`src/shared/pbc_pkg.sv`:
```
// pbc_pkg: constants, register map and state codes of the push-button sequencer
// assumes one 100 MHz system clock; all counts are in cycles of that clock
package pbc_pkg;

  // ----------------------------------------------------------------
  // clock and waits
  // ----------------------------------------------------------------
  localparam int unsigned CLK_PERIOD_NS    = 10;
  localparam int unsigned POWERUP_WAIT_US  = 25000;
  localparam int unsigned DEBOUNCE_WAIT_US = 20000;
  // least times: round up to whole cycles
  localparam int unsigned POWERUP_WAIT_CYC =
    (POWERUP_WAIT_US * 1000 + CLK_PERIOD_NS - 1) / CLK_PERIOD_NS;
  localparam int unsigned DEBOUNCE_WAIT_CYC =
    (DEBOUNCE_WAIT_US * 1000 + CLK_PERIOD_NS - 1) / CLK_PERIOD_NS;

  // ----------------------------------------------------------------
  // message memory address
  // ----------------------------------------------------------------
  localparam int unsigned ADDR_W    = 10;
  localparam logic [9:0]  ADDR_ZERO = 10'h000;
  localparam logic [9:0]  ADDR_ONE  = 10'h001;
  localparam logic [9:0]  ADDR_MAX  = 10'h2FF;
  localparam logic [1:0]  MODE_MSB_ON = 2'h3;

  // ----------------------------------------------------------------
  // apb register map (byte addresses)
  // ----------------------------------------------------------------
  localparam logic [7:0]  REG_CTRL   = 8'h00;
  localparam logic [7:0]  REG_STATUS = 8'h04;
  localparam logic [7:0]  REG_ADDR   = 8'h08;
  localparam logic [7:0]  REG_PULSES = 8'h0C;
  localparam logic [31:0] CTRL_RESET = 32'h0000_0000;
  localparam logic [31:0] RD_ZERO    = 32'h0000_0000;
  localparam int unsigned CTRL_HOLD_BIT  = 0;
  localparam int unsigned STAT_STATE_LSB = 0;
  localparam int unsigned STAT_RUN_BIT   = 4;
  localparam int unsigned STAT_REC_BIT   = 5;
  localparam int unsigned STAT_OVF_BIT   = 6;
  localparam int unsigned STAT_PD_BIT    = 7;
  localparam int unsigned STAT_MODE_BIT  = 8;

  // ----------------------------------------------------------------
  // sequencer states
  // ----------------------------------------------------------------
  typedef enum logic [3:0] {
    ST_IDLE  = 4'b0001,
    ST_WAKE  = 4'b0010,
    ST_RUN   = 4'b0100,
    ST_PAUSE = 4'b1000
  } pbc_state_e;

endpackage

```
`src/hw/pbc_sync_edge.sv`:
```
// pbc_sync_edge: two-flop synchroniser with edge detection for one button pin
// assumes the pin may change at any time; INIT is the pin's idle level
`timescale 1ns/1ps
module pbc_sync_edge #(
  parameter logic INIT = 1'b0
) (
  input  wire logic clk_sys,
  input  wire logic rst_n,
  input  wire logic pinIn,
  output logic      level,
  output logic      rise,
  output logic      fall
);
  logic meta_r;
  logic sync_r;
  logic last_r;

  // meta_r feeds sync_r only
  always_ff @(posedge clk_sys) begin
    if (!rst_n) begin
      meta_r <= INIT;
      sync_r <= INIT;
      last_r <= INIT;
    end else begin
      meta_r <= pinIn;
      sync_r <= meta_r;
      last_r <= sync_r;
    end
  end

  assign level = sync_r;
  assign rise  = sync_r & ~last_r;
  assign fall  = ~sync_r & last_r;
endmodule // pbc_sync_edge

```
`src/hw/pbc_wait_timer.sv`:
```
// pbc_wait_timer: counts cycles while run is high, done once CYCLES are reached
// assumes run drops to restart; count saturates so done stays up
`timescale 1ns/1ps
module pbc_wait_timer #(
  parameter int unsigned CYCLES = 1
) (
  input  wire logic clk_sys,
  input  wire logic rst_n,
  input  wire logic run,
  output logic      done
);
  logic [31:0] cnt_r;

  always_ff @(posedge clk_sys) begin
    if (!rst_n || !run) begin
      cnt_r <= 32'h0000_0000;
    end else if (cnt_r != CYCLES) begin
      cnt_r <= cnt_r + 32'h0000_0001;
    end
  end

  assign done = (cnt_r == CYCLES);
endmodule // pbc_wait_timer

```
`src/hw/pbc_top.sv`:
```
// pbc_top: push-button start/pause/stop sequencer of a voice record/play device
// assumes pins are synchronous to clk_sys except the two buttons, which are
// synchronised here; the memory side steps the address and reports markers
//
// Notes on behaviour
// - button mode needs both msbs and mode pin
// - powers down after every cycle, start high
// - start pulse when idle begins play or record
// - second pulse pauses, address kept
// - next pulse resumes at paused address
// - stop pulse ends cycle, address to zero
// - run indicator high only while operating
// - record pause writes marker, keeps pointer
// - record pause then play starts at zero
// - record resume writes after previous marker
// - record end by start or stop marks end
// - playback marker pauses, run indicator low
// - record after play pause keeps address
// - overflow then start replays from zero
// - power-up wait before playing or recording
// - new start ignored until debounce elapsed
// - no power-down before start high debounce
// - pulses alternate start, pause, resume
// - stop level halts, clears address, powers down
// - merge mode erases marker, records there
// - works with cue, merge, loop modes
// - select high plays, low records
`timescale 1ns/1ps
module pbc_top #(
  parameter int unsigned PWRUP_CYC    = pbc_pkg::POWERUP_WAIT_CYC,
  parameter int unsigned DEBOUNCE_CYC = pbc_pkg::DEBOUNCE_WAIT_CYC
) (
  input  wire logic        clk_sys,
  input  wire logic        rst_n,
  // apb slave
  input  wire logic        psel,
  input  wire logic        penable,
  input  wire logic        pwrite,
  input  wire logic [7:0]  paddr,
  input  wire logic [31:0] pwdata,
  output logic [31:0]      prdata,
  output logic             pready,
  output logic             pslverr,
  // button and mode pins
  input  wire logic        startPauseN,
  input  wire logic        stopResetIn,
  input  wire logic        playRecSel,
  input  wire logic [1:0]  addrMsb,
  input  wire logic        buttonModePin,
  input  wire logic        cueModePin,
  input  wire logic        markerMergePin,
  input  wire logic        reservedModePin,
  input  wire logic        loopModePin,
  // memory side
  input  wire logic        addrStep,
  input  wire logic        markerHit,
  output logic             runInd,
  output logic             powerDown,
  output logic             recMode,
  output logic             overflowFlag,
  output logic             markerWrite,
  output logic             markerErase,
  output logic [9:0]       addrPtr
);
  import pbc_pkg::*;

  // ----------------------------------------------------------------
  // declarations
  // ----------------------------------------------------------------
  pbc_state_e  state_r;
  pbc_state_e  state_nxt;
  logic [9:0]  addr_r;
  logic [9:0]  addr_nxt;
  logic        rec_r;
  logic        rec_nxt;
  logic        ovf_r;
  logic        ovf_nxt;
  logic        pd_r;
  logic        pd_nxt;
  logic        run_r;
  logic        mWr_r;
  logic        mWr_nxt;
  logic        mEr_r;
  logic        mEr_nxt;
  logic [7:0]  pulses_r;
  logic        hold_r;
  logic [31:0] prdata_r;
  logic        pready_r;
  logic        pslverr_r;
  logic        startLvl;
  logic        startFall;
  logic        stopLvl;
  logic        dbDone;
  logic        wakeDone;
  logic        modeOk;
  logic        active;
  logic        halt;
  logic        startEv;
  logic        newRec;
  logic        apbSetup;
  logic        apbWrite;

  // ----------------------------------------------------------------
  // button inputs
  // ----------------------------------------------------------------
  pbc_sync_edge #(.INIT(1'b1)) uStartSync (
    .clk_sys (clk_sys),
    .rst_n   (rst_n),
    .pinIn   (startPauseN),
    .level   (startLvl),
    .rise    (),
    .fall    (startFall)
  );

  pbc_sync_edge #(.INIT(1'b0)) uStopSync (
    .clk_sys (clk_sys),
    .rst_n   (rst_n),
    .pinIn   (stopResetIn),
    .level   (stopLvl),
    .rise    (),
    .fall    ()
  );

  // debounce: start must sit high this long before a new fall counts
  pbc_wait_timer #(.CYCLES(DEBOUNCE_CYC)) uDebounce (
    .clk_sys (clk_sys),
    .rst_n   (rst_n),
    .run     (startLvl),
    .done    (dbDone)
  );

  pbc_wait_timer #(.CYCLES(PWRUP_CYC)) uPowerup (
    .clk_sys (clk_sys),
    .rst_n   (rst_n),
    .run     (state_r == ST_WAKE),
    .done    (wakeDone)
  );

  // reserved mode pin is the other party's to hold low; not looked at
  assign modeOk  = (addrMsb == MODE_MSB_ON) && buttonModePin;
  assign active  = modeOk && !hold_r;
  assign halt    = stopLvl || !active;
  // dbDone still reflects the high time before this fall
  assign startEv = startFall && dbDone && active;
  assign newRec  = !playRecSel;

  // ----------------------------------------------------------------
  // sequencer
  // ----------------------------------------------------------------
  always_comb begin
    state_nxt = state_r;
    addr_nxt  = addr_r;
    rec_nxt   = rec_r;
    ovf_nxt   = ovf_r;
    pd_nxt    = pd_r;
    mWr_nxt   = 1'b0;
    mEr_nxt   = 1'b0;
    if (halt) begin
      mWr_nxt   = (state_r == ST_RUN) && rec_r;
      state_nxt = ST_IDLE;
      addr_nxt  = ADDR_ZERO;
      ovf_nxt   = 1'b0;
      pd_nxt    = 1'b1;
    end else begin
      case (state_r)
        ST_IDLE: begin
          pd_nxt = 1'b1;
          if (startEv) begin
            rec_nxt   = newRec;
            addr_nxt  = ADDR_ZERO;
            state_nxt = ST_WAKE;
            pd_nxt    = 1'b0;
          end
        end
        ST_WAKE: begin
          pd_nxt = 1'b0;
          if (wakeDone) begin
            state_nxt = ST_RUN;
          end
        end
        ST_RUN: begin
          if (startEv) begin
            state_nxt = ST_PAUSE;
            mWr_nxt   = rec_r;
          end else if (!rec_r && markerHit) begin
            // loop restarts at zero, cue skips past, else pause
            if (loopModePin) begin
              addr_nxt = ADDR_ZERO;
            end else if (cueModePin) begin
              addr_nxt = 10'(addr_r + ADDR_ONE);
            end else begin
              state_nxt = ST_PAUSE;
            end
          end else if (addrStep) begin
            if (addr_r != ADDR_MAX) begin
              addr_nxt = 10'(addr_r + ADDR_ONE);
            end else if (!rec_r && loopModePin) begin
              addr_nxt = ADDR_ZERO;
            end else begin
              ovf_nxt   = 1'b1;
              state_nxt = ST_PAUSE;
            end
          end
        end
        ST_PAUSE: begin
          // power-down waits for start to settle high
          if (dbDone) begin
            pd_nxt = 1'b1;
          end
          if (startEv) begin
            state_nxt = ST_WAKE;
            pd_nxt    = 1'b0;
            rec_nxt   = newRec;
            if (ovf_r) begin
              addr_nxt = ADDR_ZERO;
              rec_nxt  = 1'b0;
              ovf_nxt  = 1'b0;
            end else if (rec_r && !newRec) begin
              addr_nxt = ADDR_ZERO;
            end else if (rec_r && markerMergePin) begin
              mEr_nxt  = 1'b1;
            end else if (rec_r) begin
              addr_nxt = 10'(addr_r + ADDR_ONE);
            end
            // play pause: address kept for either direction
          end
        end
        default: begin
          state_nxt = ST_IDLE;
          pd_nxt    = 1'b1;
        end
      endcase
    end
  end

  always_ff @(posedge clk_sys) begin
    if (!rst_n) begin
      state_r <= ST_IDLE;
    end else begin
      state_r <= state_nxt;
    end
  end

  always_ff @(posedge clk_sys) begin
    if (!rst_n) begin
      addr_r <= ADDR_ZERO;
      rec_r  <= 1'b0;
      ovf_r  <= 1'b0;
    end else begin
      addr_r <= addr_nxt;
      rec_r  <= rec_nxt;
      ovf_r  <= ovf_nxt;
    end
  end

  always_ff @(posedge clk_sys) begin
    if (!rst_n) begin
      pd_r  <= 1'b1;
      run_r <= 1'b0;
      mWr_r <= 1'b0;
      mEr_r <= 1'b0;
    end else begin
      pd_r  <= pd_nxt;
      run_r <= (state_nxt == ST_RUN);
      mWr_r <= mWr_nxt;
      mEr_r <= mEr_nxt;
    end
  end

  // accepted start pulses since the last stop; bit0 set means the last one
  // started or resumed while no marker hit or overflow paused the run: odd counts start/resume, even ones pause
  always_ff @(posedge clk_sys) begin
    if (!rst_n || halt) begin
      pulses_r <= 8'h00;
    end else if (startEv && state_r != ST_WAKE) begin
      pulses_r <= 8'(pulses_r + 8'h01);
    end
  end

  // ----------------------------------------------------------------
  // apb slave, no wait states
  // ----------------------------------------------------------------
  assign apbSetup = psel && !penable;
  assign apbWrite = psel && penable && pready_r && pwrite;

  always_ff @(posedge clk_sys) begin
    if (!rst_n) begin
      pready_r <= 1'b0;
    end else begin
      pready_r <= apbSetup;
    end
  end

  always_ff @(posedge clk_sys) begin
    if (!rst_n) begin
      hold_r <= CTRL_RESET[CTRL_HOLD_BIT];
    end else if (apbWrite && paddr == REG_CTRL) begin
      hold_r <= pwdata[CTRL_HOLD_BIT];
    end
  end

  // read data is captured in the setup phase and stands through access
  always_ff @(posedge clk_sys) begin
    if (!rst_n) begin
      prdata_r  <= RD_ZERO;
      pslverr_r <= 1'b0;
    end else if (apbSetup) begin
      prdata_r  <= RD_ZERO;
      pslverr_r <= 1'b0;
      case (paddr)
        REG_CTRL: begin
          prdata_r[CTRL_HOLD_BIT] <= hold_r;
        end
        REG_STATUS: begin
          prdata_r[STAT_STATE_LSB +: 4] <= state_r;
          prdata_r[STAT_RUN_BIT]        <= run_r;
          prdata_r[STAT_REC_BIT]        <= rec_r;
          prdata_r[STAT_OVF_BIT]        <= ovf_r;
          prdata_r[STAT_PD_BIT]         <= pd_r;
          prdata_r[STAT_MODE_BIT]       <= modeOk;
        end
        REG_ADDR: begin
          prdata_r[9:0] <= addr_r;
        end
        REG_PULSES: begin
          prdata_r[7:0] <= pulses_r;
        end
        default: begin
          pslverr_r <= 1'b1;
        end
      endcase
    end
  end

  assign prdata       = prdata_r;
  assign pready       = pready_r;
  assign pslverr      = pslverr_r;
  assign runInd       = run_r;
  assign powerDown    = pd_r;
  assign recMode      = rec_r;
  assign overflowFlag = ovf_r;
  assign markerWrite  = mWr_r;
  assign markerErase  = mEr_r;
  assign addrPtr      = addr_r;

  int unsigned wakeLen;
  always_ff @(posedge clk_sys) begin
    if (!rst_n || state_r != ST_WAKE) begin
      wakeLen <= 0;
    end else begin
      wakeLen <= wakeLen + 1;
    end
  end
endmodule // pbc_top

```
`config.mk`:
```
export PLATFORM = sky130hd
export DESIGN_NAME = pbc_top
export DESIGN_NICKNAME = d
export VERILOG_FILES = /design/src/shared/pbc_pkg.sv /design/src/hw/pbc_sync_edge.sv /design/src/hw/pbc_wait_timer.sv /design/src/hw/pbc_top.sv
export SDC_FILE = /design/constraint.sdc
export NUM_CORES = 1
export LEC_CHECK = 0
export BUFFER_PORTS_ARGS = -buffer_cell sky130_fd_sc_hd__buf_2
export CORE_MARGIN = 2
export CORE_UTILIZATION = 59
export DETAILED_ROUTE_END_ITERATION = 10
export PLACE_DENSITY = 0.9
export SETUP_SLACK_MARGIN = 0.05
export SLEW_MARGIN = 0
export SYNTH_ARGS = -nofsm -noshare
export SYNTH_HDL_FRONTEND = slang
export SYNTH_SLANG_ARGS = --single-unit
```
`constraint.sdc`:
```
create_clock -name clk_sys -period 5.5 [get_ports clk_sys]
set_clock_uncertainty 0.1 [all_clocks]
set_input_delay 0.275 -clock clk_sys [delete_from_list [all_inputs] [get_ports clk_sys]]
set_output_delay 0.275 -clock clk_sys [all_outputs]
set_load 0.01 [all_outputs]
```
==> impl_results.rst, run 1 <==
.. list-table::
   :header-rows: 1

   * - Metric
     - Value
   * - Run status
     - completed
   * - Final HPWL DP
     - 8460 µm
   * - Sum of buffers and inverters on the critical path
     - 2
   * - DIE AREA
     - 9800 µm²
   * - Die boundary width
     - 99.0 µm
   * - Beginning of the worst hold path
     - pwdata[0]
   * - Classification of the worst-slack hold path
     - in -> reg
   * - Number of placed cells counting well taps
     - 774
   * - GRT Overall Usage
     - between 20% and 30%
   * - Total congestion overflow
     - 0
   * - Max IR drop VDD
     - 0.154 mV
   * - Leading cell types in the layout, fill and taps excluded
     - sky130_fd_sc_hd__dfxtp_1, sky130_fd_sc_hd__nor2_1, sky130_fd_sc_hd__buf_2
   * - Top achievable clock speed
     - ~340 MHz
   * - Gate family responsible for the most delay along the worst path
     - simple AND/OR/NAND/NOR gates
   * - Number of antenna repair diodes
     - 0
   * - Minimum hold slack
     - about 39 ps
   * - Type of origin of the critical path
     - flip-flop
   * - Antenna violations before repair
     - 0
   * - Most common library cell in the layout ignoring fill and taps
     - sky130_fd_sc_hd__dfxtp_1
   * - Critical path fanouts, max
     - 12
   * - Longest Clk Path Bufs
     - 2
   * - Clock transition at the register clock pins on the worst setup and hold paths after CTS
     - 100 ps
   * - Crit end category
     - flip-flop
   * - Flip-flop and latch count after synthesis
     - 110
   * - Number of violations reported at the end of detailed-routing iteration 0
     - 264
   * - Max-slew violation count
     - 0
   * - Endpoints failing setup
     - 0
   * - Finished Core Util
     - roughly 67%
   * - Fill cell instance count of the final layout
     - 696
   * - Total wire length after detailed routing
     - 12100 µm
   * - Area of placed instances
     - 5560 µm²
   * - DRC violations left
     - 0
   * - Switching Fraction
     - a little over a fifth
   * - Worst max-slew margin expressed relative to the limit
     - 6.63%
   * - Final count of hold timing violations
     - 0
   * - Total CTS buffers
     - 9
   * - Launch instance of the worst register-to-register path
     - uDebounce.cnt_r[0]
   * - Number of cells on the worst reg-to-reg path
     - 9
   * - TritonCTS clock tree
     - built
   * - Share of total power in combinational logic
     - 3.5%
   * - Weighted congestion reported at the end of routability-driven placement
     - 0.875
   * - Mapped Avg Cell Area
     - ~8.4 µm²
   * - I/O pin cnt
     - 107
   * - Remaining antenna violation count after routing
     - 0
   * - Detail-routed via count per cell
     - 5.93
   * - Starting density of the core
     - 61.0%
   * - Number of warnings printed during yosys synthesis
     - 0
   * - Sequential element share of the synthesized area
     - 41.4%
   * - Area Growth Syn to Fin
     - 9.17%
   * - Share of power burned in registers
     - 57.6%
   * - Most common flop cell mapped by yosys
     - sky130_fd_sc_hd__dfxtp_1
   * - Buffers added on ports
     - 52
   * - Total via count after detailed routing
     - between 4000 and 5000
   * - Period Utilization, post-route
     - between 50% and 60%
   * - Slowest stage delay, CP
     - slightly below 600 ps
   * - Net count, final
     - 742
   * - Placeable core region
     - approximately 8700 µm²
   * - Setup Crit Path Kind
     - reg -> reg
   * - Average wire per standard cell
     - 15.3 µm
   * - Share of synthesized flip-flops with an asynchronous set or reset
     - 0%
   * - Reg2reg end
     - addrPtr[7]
   * - Vias in the first global route
     - 4429
   * - Floorplan die height
     - 99.0 µm
   * - Reported leakage power
     - 2.09 nW
   * - Largest net degree at the start of global routing
     - 33
   * - Clock share of power
     - 38.9%
   * - First-pass detailed-route iteration total
     - 5
   * - List of cells traversed by the critical path
     - inv_1, ha_1, nor4b_1, nand4_1, nor4_1, buf_4, nand2_1, a2111o_1, o41ai_2
   * - End point of the most critical hold path
     - hold_r
   * - Non-Filler Instances
     - approximately 790
   * - Transition at the pin with the smallest max-transition slack
     - between 1000 and 1500 ps
   * - Root buffer cell
     - sky130_fd_sc_hd__clkbuf_8
   * - Post-synthesis cell area
     - 5320 µm²
   * - Clock Sinks
     - 110
   * - Num rows
     - 34
   * - Synthesized instance count
     - 634
   * - Switching power total
     - 0.000306 W
   * - Arrival time at the worst endpoint
     - 3120 ps
   * - Count of flip-flops with a built-in enable after synthesis
     - 0
   * - Final Critical Period
     - about 2900 ps
   * - H-Tree Depth
     - 3
   * - Count of different cell masters after synthesis
     - 50
   * - Cells on Worst Hold Path
     - 3
   * - Worst setup slack for register-to-register paths
     - between 2000 and 3000 ps
   * - Number of cells upsized or downsized after cts
     - 0
   * - Layout cells sized above 1
     - approximately 12%
   * - First-pass GRT wire length
     - between 20000 and 25000 µm
   * - Setup TNS
     - 0 ps
   * - Power per standard cell area
     - 240 nW/µm²
   * - Design Area, Final
     - 5810 µm²
   * - Power Internal
     - between 0.001 and 0.0015 W
   * - Critical path required time
     - about 5700 ps
   * - # Max-Cap Violations
     - 0
   * - Critical-path top delay cell
     - sky130_fd_sc_hd__a2111o_1
   * - Worst-Skew Late Latency
     - ~380 ps
   * - Setup repair after global routing missed its margin
     - no
-- layout make-up --
cell class              count  area, µm²  share of cell area [%]
clock buffers              10        138                    2.37
flip-flops and latches    110       2200                    37.9
clock inverters             6       92.6                    1.59
inverters                  18       67.6                    1.16
well taps                 108        135                    2.33
repair buffers             57        303                    5.21
multi-input cells         483       2870                    49.4
-- logic make-up (layout without fill, tap and decap cells) --
kind of cell	after synthesis	after routing	synth area share, %
muxes	12	12	2.66
buffers and inverters	62	91	6.25
adders and majority gates	6	6	1.41
DFF	110	110	41.4
xor gates and xnor gates	62	62	10.2
AOI/OAI and AO/OA	82	82	9.59
other	1	22	0.0705
and+or+nand+nor	299	299	28.4
-- synthesized netlist by cell type (9+ instances only) --
cell type,count,share of area (%)
sky130_fd_sc_hd__xor2_1,39,6.4
sky130_fd_sc_hd__a21oi_1,19,1.8
sky130_fd_sc_hd__o21ai_0,29,2.7
sky130_fd_sc_hd__nor4_1,14,1.6
sky130_fd_sc_hd__xnor2_1,23,3.8
sky130_fd_sc_hd__nand3_1,36,3.4
sky130_fd_sc_hd__inv_1,18,1.3
sky130_fd_sc_hd__nand2b_1,9,1.1
sky130_fd_sc_hd__buf_4,22,3.1
sky130_fd_sc_hd__a22oi_1,10,1.4
sky130_fd_sc_hd__and3_1,15,1.8
sky130_fd_sc_hd__dfxtp_1,110,41
sky130_fd_sc_hd__and2_1,11,1.3
sky130_fd_sc_hd__or3_1,9,1.1
sky130_fd_sc_hd__nand4_1,21,2.5
sky130_fd_sc_hd__clkbuf_1,15,1.1
sky130_fd_sc_hd__nand2_1,50,3.5
sky130_fd_sc_hd__nor2_1,89,6.3
sky130_fd_sc_hd__nor3_1,16,1.5
-- registers in the layout, indices dropped and copies added, names as in the netlist --
name               count
pslverr                1
markerErase            1
uStartSync.meta_r      1
uPowerup.cnt_r        32
recMode                1
markerWrite            1
pulses_r               8
uStopSync.meta_r       1
uStartSync.last_r      1
runInd                 1
uDebounce.cnt_r       32
addrPtr               10
overflowFlag           1
state_r                4
pready                 1
uStopSync.level        1
hold_r                 1
uStartSync.level       1
prdata                10
powerDown              1
-- worst register-to-register path, delay by kind of cell, from the launching register on --
family          cells  cell delay, ps
buf+inv             2             360
compound gates      2             890
flops               1             370
fa+ha+maj           1             170
simple gates        4             960
-- power groups by stage --
stage          clock (W)  sequential, W  combinational (W)
3_3_place_gp           0       0.000821          0.0000450
3_5_place_dp           0       0.000822          0.0000470
6_report        0.000542       0.000803          0.0000488
2_1_floorplan          0       0.000821          0.0000417
4_1_cts         0.000548       0.000803          0.0000479
5_1_grt         0.000575       0.000804          0.0000549
-- routing by layer --
metal,GRT usage [%],share of wire [%],up-vias
li1,-,-,2262
met1,32.6,43,2244
met2,41.7,49,172
met3,5.89,6.6,19
met4,6.74,1.3,0
met5,0,0,-
-- timing repair --
action | 4_1_cts | 5_1_grt
buffers inserted | 0 | 0
hold buffers | 1 | 1
hold endpoints to repair | 1 | 1
-- worst max-delay path by stage --
stage | startpoint | to | slack (ps) | cells after the start
after global placement | buttonModePin | addrPtr[9] | 2670 | 7
after detailed placement | buttonModePin | addrPtr[9] | 2610 | 7
after floorplan | state_r[1] | addrPtr[7] | 3030 | 6
after CTS | uDebounce.cnt_r[0] | addrPtr[4] | 2550 | 9
after global routing | uDebounce.cnt_r[0] | addrPtr[7] | 2300 | 9
final | uDebounce.cnt_r[0] | addrPtr[7] | 2560 | 9
-- per-stage QoR --
stage,setup slack [ps],power [W]
final,2560,0.00139
after global placement,2670,0.000866
after detailed placement,2610,0.000869
after global routing,2300,0.00143
after floorplan,3030,0.000863
after CTS,2550,0.00140
(Power assumes the default switching activity.)
==> inputs of run 2 (changes only) <==
--- a/config.mk
+++ b/config.mk
@@ -7,9 +7,9 @@
 export LEC_CHECK = 0
 export BUFFER_PORTS_ARGS = -buffer_cell sky130_fd_sc_hd__buf_2
 export CORE_MARGIN = 2
-export CORE_UTILIZATION = 59
+export CORE_UTILIZATION = 50
 export DETAILED_ROUTE_END_ITERATION = 10
-export PLACE_DENSITY = 0.9
+export PLACE_DENSITY = 0.82
 export SETUP_SLACK_MARGIN = 0.05
 export SLEW_MARGIN = 0
 export SYNTH_ARGS = -nofsm -noshare
==> constraint.sdc (replaced) <==
create_clock -name clk_sys -period 2.6 [get_ports clk_sys]
set_clock_uncertainty 0.1 [all_clocks]
set_input_delay 0.13 -clock clk_sys [delete_from_list [all_inputs] [get_ports clk_sys]]
set_output_delay 0.13 -clock clk_sys [all_outputs]
set_load 0.01 [all_outputs]
==> impl_results.rst, run 2 (synthesis results as in run 1) <==
.. list-table::
   :header-rows: 1

   * - Metric
     - Value
   * - Fill cell instance count of the final layout
     - 880 (+26%)
   * - DRC violations left
     - 0 (unchanged)
   * - Run status
     - completed
   * - Final Critical Period
     - 2510 ps (-425 ps)
   * - Endpoints failing setup
     - 0 (unchanged)
   * - Detail-routed via count per cell
     - 5.54 (-6.6%)
   * - Power per standard cell area
     - 466 nW/µm² (+94%)
   * - Leading registers by flop count
     - uDebounce.cnt_r (32), uPowerup.cnt_r (32)
   * - Clock Sinks
     - 110 (unchanged)
   * - Minimum hold slack
     - 63.8 ps (+24.6 ps)
   * - Largest net degree at the start of global routing
     - 33 (unchanged)
   * - Area Growth Syn to Fin
     - 16.4%
   * - Worst-Skew Late Latency
     - 390 ps (about the same)
   * - GRT Overall Usage
     - 22.8% (-2.2 points)
   * - Total CTS buffers
     - 9 (unchanged)
   * - Worst max-slew margin expressed relative to the limit
     - 32.4% (+26 points)
   * - Period Utilization, post-route
     - 96.6% (+43 points)
   * - Arrival time at the worst endpoint
     - 2690 ps (-430 ps)
   * - Layout cells sized above 1
     - 17.5% (+5.3 points)
   * - Average wire per standard cell
     - 14.6 µm (-4.1%)
   * - Critical path fanouts, max
     - 7 (-5)
   * - # Max-Cap Violations
     - 0 (unchanged)
   * - Number of antenna repair diodes
     - 0 (unchanged)
   * - Die boundary width
     - 107 µm (+8.3%)
   * - Crit end category
     - flip-flop
   * - Design Area, Final
     - 6200 µm² (+6.6%)
   * - Final HPWL DP
     - 9030 µm (+6.8%)
   * - Total via count after detailed routing
     - 4731 (+0.72%)
   * - Buffers added on ports
     - 52 (unchanged)
   * - Classification of the worst-slack hold path
     - in -> reg
   * - Remaining antenna violation count after routing
     - 0 (unchanged)
   * - Top achievable clock speed
     - 398 MHz (+17%)
   * - Floorplan die height
     - 107 µm (+8.3%)
   * - Setup repair after global routing missed its margin
     - yes
   * - Max-slew violation count
     - 0 (unchanged)
   * - Setup Crit Path Kind
     - reg -> reg
   * - Root buffer cell
     - sky130_fd_sc_hd__clkbuf_8
   * - Net count, final
     - 776 (+4.6%)
   * - Antenna violations before repair
     - 0 (unchanged)
   * - Type of origin of the critical path
     - flip-flop
   * - TritonCTS clock tree
     - built
   * - Number of violations reported at the end of detailed-routing iteration 0
     - 283 (+7.2%)
   * - DIE AREA
     - 11500 µm² (+17%)
   * - Reported leakage power
     - 2.27 nW (+8.5%)
   * - Transition at the pin with the smallest max-transition slack
     - 1010 ps (-377 ps)
   * - H-Tree Depth
     - 3 (unchanged)
   * - Total congestion overflow
     - 0 (unchanged)
   * - Clock transition at the register clock pins on the worst setup and hold paths after CTS
     - 110 ps (about the same)
   * - Weighted congestion reported at the end of routability-driven placement
     - 0.911 (+4.2%)
   * - Num rows
     - 37 (+8.8%)
   * - Placeable core region
     - 10300 µm² (+18%)
   * - Critical path required time
     - 2770 ps (-2920 ps)
   * - Max IR drop VDD
     - 0.438 mV (+190%)
   * - Leading cell types in the layout, fill and taps excluded
     - sky130_fd_sc_hd__dfxtp_1, sky130_fd_sc_hd__nor2_1, sky130_fd_sc_hd__buf_2
   * - Starting density of the core
     - 51.6% (-9.5 points)
   * - First-pass detailed-route iteration total
     - 5 (unchanged)
   * - Most common library cell in the layout ignoring fill and taps
     - sky130_fd_sc_hd__dfxtp_1
   * - I/O pin cnt
     - 107 (unchanged)
   * - Vias in the first global route
     - 4609 (+4.1%)
   * - Final count of hold timing violations
     - 0 (unchanged)
   * - Longest Clk Path Bufs
     - 2 (unchanged)
   * - Total wire length after detailed routing
     - 12500 µm (+3.4%)
   * - First-pass GRT wire length
     - 21100 µm (+4.6%)
   * - Area of placed instances
     - 5800 µm² (+4.3%)
run 2: layout make-up:
cell class                      instances  area, µm²  area share (%)
Clock inverter                          4       55.1           0.889
Multi-Input combinational cell        483       2970            48.0
Timing Repair Buffer                   91        578            9.33
Tap cell                              136        170            2.75
Inverter                               18       67.6            1.09
Clock buffer                           12        145            2.34
Sequential cell                       110       2210            35.6
run 2: through the flow:
step           total power (W)  utilization (%)  setup WS, ps  setup TNS [ps]  cells
6_report               0.00288             60.0          88.9               0    854
2_1_floorplan          0.00183                -           133               0    655
3_5_place_dp           0.00185             56.2          -103            -111    829
4_1_cts                0.00289             59.2          34.3               0    853
3_3_place_gp           0.00184             56.2          54.7               0    829
5_1_grt                0.00297             60.0          9.30               0    854
run 2: worst max-delay path: stages (launching register included):
cell                       delay [ps]
sky130_fd_sc_hd__dfxtp_1          320
sky130_fd_sc_hd__or4b_1           610
sky130_fd_sc_hd__nor4_4           400
sky130_fd_sc_hd__nand2_1          160
sky130_fd_sc_hd__a2111o_1         540
sky130_fd_sc_hd__o41ai_2          260
run 2: path summary, 6_finish.rpt:
path	start	end	slack [ps]	depth (start not counted)
setup / recovery	hold_r	addrPtr[7]	90	5
hold reg to reg	uStartSync.meta_r	uStartSync.level	320	1
setup reg to reg	hold_r	addrPtr[7]	90	5
hold / removal	addrStep	overflowFlag	60	5
run 2: timing repair:
action                                  CTS  global route
resized for setup                         8            17
endpoints found under the hold margin     6             0
hold buffers                              7             0
endpoints found under the setup margin    8            13
setup buffers                             2             1
pin swaps                                 5             3
run 2: power breakdown:
| part | total (W) | internal [W] | switching, W |
|---|---|---|---|
| combinational | 0.000125 | 0.0000484 | 0.0000768 |
| sequential | 0.00170 | 0.00169 | 0.00000477 |
| clock | 0.00106 | 0.000478 | 0.000583 |
run 2: routing by layer:
metal  global-route usage (%)  vias up  wire (µm)
li1                         -     2318          -
met4                     6.96        0        189
met3                     6.99       23        879
met1                     29.3     2230       5400
met5                        0        -          0
met2                     36.9      160       6030
